$ cat src/acc_defs.vh
// register map, field positions and reset values of the amp/comparator unit
`ifndef ACC_DEFS_VH
`define ACC_DEFS_VH
`define ACC_ADDR_W          4
`define ACC_OFS_GLOBAL_MODE 4'h0
`define ACC_OFS_CH0_CTL     4'h4
`define ACC_OFS_CH1_CTL     4'h8
`define ACC_BIT_GLOBAL_EN   0
`define ACC_BIT_CMP_MODE    1
`define ACC_BIT_CIRC_EN     0
`define ACC_BIT_OUT_EN      6
`define ACC_BIT_RESULT      11
`define ACC_REG_RESET       16'h0000
`define ACC_NUM_CH          2
`endif

$ cat src/acc_sync.v
// two-flop synchroniser for one asynchronous level per channel
`default_nettype none
module acc_sync #(
   parameter W = 2
) (
   input  wire         clk,
   input  wire         rst,
   input  wire [W-1:0] din,
   output reg  [W-1:0] dout
);
   reg [W-1:0] stage1;

   always @(posedge clk) begin
      if (rst) begin
         stage1 <= {W{1'b0}};
         dout   <= {W{1'b0}};
      end else begin
         stage1 <= din;
         dout   <= stage1;
      end
   end
endmodule
`default_nettype wire

$ cat src/acc_amp_comparator_unit.v
// register bank and enable logic of the amplifier/comparator unit
//
// The Avalon-MM register port and the address map were decided locally.
`default_nettype none
`include "acc_defs.vh"
module acc_amp_comparator_unit #(
   parameter NUM_CH = `ACC_NUM_CH
) (
   input  wire                   CLK_SYS,
   input  wire                   RST,
   input  wire [`ACC_ADDR_W-1:0] AVS_ADDRESS,
   input  wire                   AVS_READ,
   input  wire                   AVS_WRITE,
   input  wire [31:0]            AVS_WRITEDATA,
   input  wire [3:0]             AVS_BYTEENABLE,
   output reg  [31:0]            AVS_READDATA,
   output reg                    AVS_WAITREQUEST,
   output reg  [1:0]             AVS_RESPONSE,
   input  wire [NUM_CH-1:0]      CMP_RAW,
   output reg  [NUM_CH-1:0]      CHANNEL_ACTIVE,
   output reg  [NUM_CH-1:0]      AMP_OUTPUT_DRIVE,
   output reg                    COMPARATOR_ACTIVE
);
   reg                global_operation_enable;
   reg                comparator_mode_select;
   reg [NUM_CH-1:0]   channel_circuit_enable;
   reg [NUM_CH-1:0]   amp_output_enable;
   reg [NUM_CH-1:0]   comparison_result;
   wire [NUM_CH-1:0]  cmp_sync;
   reg                answered;
   reg [15:0]         next_rdata;
   reg                hit;
   integer            i;

   // comparator output is analog-timed, so it is synchronised first
   acc_sync #(.W(NUM_CH)) u_sync (
      .clk  (CLK_SYS),
      .rst  (RST),
      .din  (CMP_RAW),
      .dout (cmp_sync)
   );

   // returns the channel index selected by an address, or NUM_CH if none
   function integer ch_index;
      input [`ACC_ADDR_W-1:0] a;
      begin
         ch_index = NUM_CH;
         if (a == `ACC_OFS_CH0_CTL)
            ch_index = 0;
         else if (a == `ACC_OFS_CH1_CTL && NUM_CH > 1)
            ch_index = 1;
      end
   endfunction

   wire req   = (AVS_READ | AVS_WRITE) & ~answered;
   wire low_w = AVS_WRITE & AVS_BYTEENABLE[0];

   // read mux; reserved bits stay zero
   always @* begin
      next_rdata = 16'h0000;
      hit = 1'b0;
      if (AVS_ADDRESS == `ACC_OFS_GLOBAL_MODE) begin
         hit = 1'b1;
         next_rdata[`ACC_BIT_GLOBAL_EN] = global_operation_enable;
         next_rdata[`ACC_BIT_CMP_MODE]  = comparator_mode_select;
      end else if (ch_index(AVS_ADDRESS) < NUM_CH) begin
         hit = 1'b1;
         next_rdata[`ACC_BIT_CIRC_EN] =
            channel_circuit_enable[ch_index(AVS_ADDRESS)];
         next_rdata[`ACC_BIT_OUT_EN] =
            amp_output_enable[ch_index(AVS_ADDRESS)];
         next_rdata[`ACC_BIT_RESULT] =
            comparison_result[ch_index(AVS_ADDRESS)];
      end
   end

   // one wait cycle: waitrequest drops the cycle after a request appears
   always @(posedge CLK_SYS) begin
      if (RST) begin
         AVS_WAITREQUEST <= 1'b1;
         AVS_READDATA    <= 32'h0000_0000;
         AVS_RESPONSE    <= 2'h0;
         answered        <= 1'b0;
      end else begin
         answered        <= req;
         AVS_WAITREQUEST <= ~req;
         if (req) begin
            AVS_READDATA <= AVS_READ ? {16'h0000, next_rdata}
                                     : 32'h0000_0000;
            // unmapped address answers with slave error
            AVS_RESPONSE <= hit ? 2'h0 : 2'h2;
         end
      end
   end

   // register writes; only the low byte holds writable bits
   always @(posedge CLK_SYS) begin
      if (RST) begin
         global_operation_enable <= 1'b0;
         comparator_mode_select  <= 1'b0;
         channel_circuit_enable  <= {NUM_CH{1'b0}};
         amp_output_enable       <= {NUM_CH{1'b0}};
      end else if (req && low_w) begin
         if (AVS_ADDRESS == `ACC_OFS_GLOBAL_MODE) begin
            global_operation_enable <=
               AVS_WRITEDATA[`ACC_BIT_GLOBAL_EN];
            comparator_mode_select  <=
               AVS_WRITEDATA[`ACC_BIT_CMP_MODE];
         end
         for (i = 0; i < NUM_CH; i = i + 1) begin
            if (ch_index(AVS_ADDRESS) == i) begin
               channel_circuit_enable[i] <=
                  AVS_WRITEDATA[`ACC_BIT_CIRC_EN];
               amp_output_enable[i] <=
                  AVS_WRITEDATA[`ACC_BIT_OUT_EN];
            end
         end
      end
   end

   // analog-side controls, one flop each per channel
   genvar g;
   generate
      for (g = 0; g < NUM_CH; g = g + 1) begin : g_ch
         always @(posedge CLK_SYS) begin
            if (RST) begin
               CHANNEL_ACTIVE[g]    <= 1'b0;
               AMP_OUTPUT_DRIVE[g]  <= 1'b0;
               comparison_result[g] <= 1'b0;
            end else begin
               CHANNEL_ACTIVE[g] <= global_operation_enable &
                                    channel_circuit_enable[g];
               // output driven whenever the channel is active and out-enabled, in amplifier or comparator use
               AMP_OUTPUT_DRIVE[g] <= global_operation_enable &
                                      channel_circuit_enable[g] &
                                      amp_output_enable[g];
               comparison_result[g] <= global_operation_enable &
                                       comparator_mode_select &
                                       channel_circuit_enable[g] &
                                       cmp_sync[g];
            end
         end
      end
   endgenerate

   always @(posedge CLK_SYS) begin
      if (RST)
         COMPARATOR_ACTIVE <= 1'b0;
      else
         COMPARATOR_ACTIVE <= global_operation_enable &
                              comparator_mode_select;
   end
endmodule
`default_nettype wire

$ cat config.mk
export PLATFORM = sky130hd
export DESIGN_NAME = acc_amp_comparator_unit
export DESIGN_NICKNAME = d
export VERILOG_FILES = /design/src/acc_sync.v /design/src/acc_amp_comparator_unit.v
export VERILOG_INCLUDE_DIRS = /design/src
export SDC_FILE = /design/constraint.sdc
export NUM_CORES = 1
export LEC_CHECK = 0
export ABC_AREA = 1
export BUFFER_PORTS_ARGS = -buffer_cell sky130_fd_sc_hd__buf_2
export CAP_MARGIN = 5
export CORE_MARGIN = 3
export CORE_UTILIZATION = 25
export DETAILED_ROUTE_END_ITERATION = 8
export GPL_TIMING_DRIVEN = 0
export PLACE_DENSITY_LB_ADDON = 0.15
export SLEW_MARGIN = 20
export SYNTH_ARGS = -nofsm -noshare
export SYNTH_HDL_FRONTEND = slang
export SYNTH_SLANG_ARGS = --single-unit
$ cat constraint.sdc
create_clock -name CLK_SYS -period 0.9 [get_ports CLK_SYS]
set_input_delay 0.135 -clock CLK_SYS [delete_from_list [all_inputs] [get_ports CLK_SYS]]
set_output_delay 0.135 -clock CLK_SYS [all_outputs]
set_load 0.01 [all_outputs]
==> metrics <==
longest individual stage delay on the worst path 310 ps; post-route clock period utilization 1.01; Bufs on Longest Clock Path 2; number of maximum-capacitance violations 0; count of endpoints failing hold in the final timing report 0; pins over their slew limit 0; Core ar. 0.00441 mm2; main combinational cell family by area after synthesis simple AND/OR/NAND/NOR gates; violated checks negative setup slack; overall routing resource usage 0.0800; first-pass iteration count of the detailed router 4; final count of negative-setup-slack endpoints 4; detailed-placement wirelength estimate 1860 um; status complete, but fails checks; XOR/XNOR share of the synthesized area 0; Die ar. 0.00551 mm2; share of synthesized area occupied by flip-flops and latches 0.413; initial antenna violation count 0; clock insertion delay at the later pin of the skew report 260 ps; layout-stage area growth over the synthesis result 34.9%; x dimension of the die 74.2 um; via total after detailed routing 925; Clock Tree Root sky130_fd_sc_hd__clkbuf_8; clock buffer count from CTS 3; setup repair after global routing missed its margin true; critical path launch point type flip-flop; Synth Instances 154; class of the tightest hold or removal check in -> reg; Worst Reg-to-Reg Cells 6; clock skew after layout 1.40 ps; fraction of the mapped netlist area in simple logic gates 0.319; switching power of the nets 0.000529 W; multiplexer fraction of the synthesized cell area 0; Post-Route Hold Slack 67.3 ps; register area 485 um2; combinational power share 0.141; antenna-violating nets left 0; most used routing layer met2; capturing element type of the critical path flip-flop; total power per unit cell area 1500 mW/mm2; worst setup slack for register-to-register paths -9 ps; number of input and output port buffers inserted 24; area of combinational cells with multiple inputs 546 um2; maximum number of pins on one net before global-route repair 15; Clk network pwr share 0.394; synthesized flop and latch total 24; cell type with the highest occurrence count on the critical path sky130_fd_sc_hd__nand2_1; final period demand of the worst path 909 ps; cell-internal power 0.00182 W; met1 capacity usage during global routing 0.102; placed cell areas 0.00145 mm2; commonest cells after routing, fill and taps aside 30 x sky130_fd_sc_hd__nand2_1, 29 x sky130_fd_sc_hd__buf_4, 29 x sky130_fd_sc_hd__conb_1; maximum VDD drop 0.497 mV; first-pass GRT wire length 3340 um; Worst Setup Path Type reg -> reg; worst hold path cell count 3; CTS hold repair buffers 0; sequential share of power 0.465; final core utilization 0.356; CTS clk-pin slew, worst paths 80 ps; worst endpoint required time 1060 ps; worst reg2reg path endpoint channel_circuit_enable[1]$_SDFFE_PP0P_; syn_area_per_cell 7.56 um2; top fanout value on the critical path 6; filler cell count 480; post-synth design cell area 0.00116 mm2; via density per instance 3.53; Critical path buffers and inverters 1; CTS tree done; maximum clock frequency 1.10 GHz; fraction of layout cells with a size suffix above 1 0.376; Setup WS post-layout -9.13 ps; DRC violations left 0; Final nets 257; synthesis warning total 0; 1st-iter DRT viols 23; LEAKAGE 0.863 nW; met2 track utilization from global routing 0.133; number of global-route vias before repair 783; arithmetic-cell share of the synthesized area counting full adders, half adders and majority gates 0; Placement Rows 24; destination of the worst hold path u_sync.stage1[0]$_SDFF_PP0_; Synth Area in Compound Gates 0.0215; Routed WL per cell 8.36 um; most common cell after layout, fill and taps aside sky130_fd_sc_hd__nand2_1; ports placed on the boundary 86; CTS sink cnt 24; Final Cell Area 0.00157 mm2; data arrival time of the critical path 1070 ps; cell family with the largest share of critical-path delay simple AND/OR/NAND/NOR gates; initial cell density of the core 0.264; met3 GRT Util 0.00946; slowest stage cell, crit path sky130_fd_sc_hd__dfxtp_1; distinct cell type count of the synthesized netlist 19; Vert. Die Dim 74.2 um; cell chain of the critical path inv_2 -> nand3_4 -> nor2_4 -> nand2_1 -> nand2_1 -> nor2_1; remaining global-route overflow 0; worst reg2reg startpoint answered$_SDFF_PP0_; startpoint of the lowest-slack hold path CMP_RAW[0]; switching part of the total power 0.225; Total Wirelength 2190 um; Routability Congestion 0.704; Antenna diodes 0; H-tree lvl count 1
kinds of logic after synthesis:
kind of cell / count (synthesis)
other: 1
AND/OR/NAND/NOR: 78
buffers and inverters: 46
flip-flops: 24
AO/OA/AOI/OAI: 5
synthesized netlist by cell type:
library cell | n | share of area
sky130_fd_sc_hd__buf_2 | 1 | 0.0043
sky130_fd_sc_hd__inv_2 | 2 | 0.0065
sky130_fd_sc_hd__nor2_2 | 2 | 0.011
sky130_fd_sc_hd__nand3_2 | 2 | 0.017
sky130_fd_sc_hd__nor2_1 | 22 | 0.071
sky130_fd_sc_hd__a21oi_1 | 1 | 0.0043
sky130_fd_sc_hd__nor2_4 | 3 | 0.029
sky130_fd_sc_hd__nand2_4 | 1 | 0.0097
sky130_fd_sc_hd__conb_1 | 1 | 0.0032
sky130_fd_sc_hd__nand2_1 | 30 | 0.097
sky130_fd_sc_hd__and3_1 | 2 | 0.011
sky130_fd_sc_hd__nand3_1 | 11 | 0.047
sky130_fd_sc_hd__nor3_1 | 2 | 0.0086
sky130_fd_sc_hd__dfxtp_1 | 24 | 0.41
sky130_fd_sc_hd__o21ai_1 | 4 | 0.017
sky130_fd_sc_hd__buf_4 | 29 | 0.19
sky130_fd_sc_hd__nand2_2 | 1 | 0.0054
sky130_fd_sc_hd__inv_1 | 14 | 0.045
sky130_fd_sc_hd__nor3b_1 | 2 | 0.013
metrics by stage:
stage          setup slack (ps)  cells  total power [W]  setup TNS [ps]
2_1_floorplan              26.2    182          0.00136               0
3_3_place_gp              -81.5    258          0.00143            -488
3_5_place_dp              -71.9    258          0.00143            -498
4_1_cts                   -2.88    262          0.00238           -2.88
5_1_grt                   -85.4    262          0.00247            -678
6_report                  -9.13    262          0.00235           -17.5
registers in the layout, indices dropped and copies added (netlist names), 2 cells and up:
signal	count
channel_circuit_enable	2
AVS_READDATA	4
CHANNEL_ACTIVE	2
comparison_result	2
amp_output_enable	2
u_sync.dout	2
AMP_OUTPUT_DRIVE	2
u_sync.stage1	2
what timing repair did:
| item | in CTS | in global routing |
|---|---|---|
| pin swaps | 1 | 0 |
| endpoints found under the setup margin | 12 | 16 |
| gates resized for setup | 6 | 8 |
| buffers inserted | 0 | 0 |
how the worst max path moves through the flow:
stage | end | slack (ps) | depth (start not counted) | startpoint
4_1_cts | AVS_READDATA[0]$_SDFFE_PP0P_ | -3 | 7 | answered$_SDFF_PP0_
3_3_place_gp | channel_circuit_enable[1]$_SDFFE_PP0P_ | -80 | 6 | answered$_SDFF_PP0_
3_5_place_dp | AVS_READDATA[0]$_SDFFE_PP0P_ | -70 | 7 | answered$_SDFF_PP0_
2_1_floorplan | channel_circuit_enable[1]$_SDFFE_PP0P_ | 30 | 6 | answered$_SDFF_PP0_
5_1_grt | amp_output_enable[0]$_SDFFE_PP0P_ | -90 | 6 | answered$_SDFF_PP0_
6_report | channel_circuit_enable[1]$_SDFFE_PP0P_ | -9 | 6 | answered$_SDFF_PP0_
power groups by stage:
stage / Combinational, W / Sequential (W) / Clock [W]
floorplan: 0.000237 / 0.00112 / 0
global placement: 0.000309 / 0.00112 / 0
detailed placement: 0.000310 / 0.00112 / 0
CTS: 0.000324 / 0.00109 / 0.000964
global route: 0.000370 / 0.00109 / 0.00101
finish: 0.000331 / 0.00109 / 0.000927
per-layer routing:
metal,vias to the layer above,share of wire
met4,0,0.012
met2,28,0.47
li1,523,-
met1,372,0.45
met3,2,0.066
met5,-,0
worst reg2reg max path, stage by stage, from the launching register on:
cell                      delay (ps)
sky130_fd_sc_hd__dfxtp_1         310
sky130_fd_sc_hd__inv_2            70
sky130_fd_sc_hd__nand3_4         140
sky130_fd_sc_hd__nor2_4          140
sky130_fd_sc_hd__nand2_1          60
sky130_fd_sc_hd__nand2_1          50
sky130_fd_sc_hd__nor2_1           40
cell type report:
type / instances / share of cell area
Clock buffer: 3 / 0.0263
Multi-Input combinational cell: 112 / 0.347
Clock inverter: 1 / 0.0191
Tap cell: 52 / 0.0414
Inverter: 16 / 0.0382
Sequential cell: 24 / 0.309
Timing Repair Buffer: 24 / 0.0765
Buffer: 30 / 0.142
(Power assumes the default switching activity.)
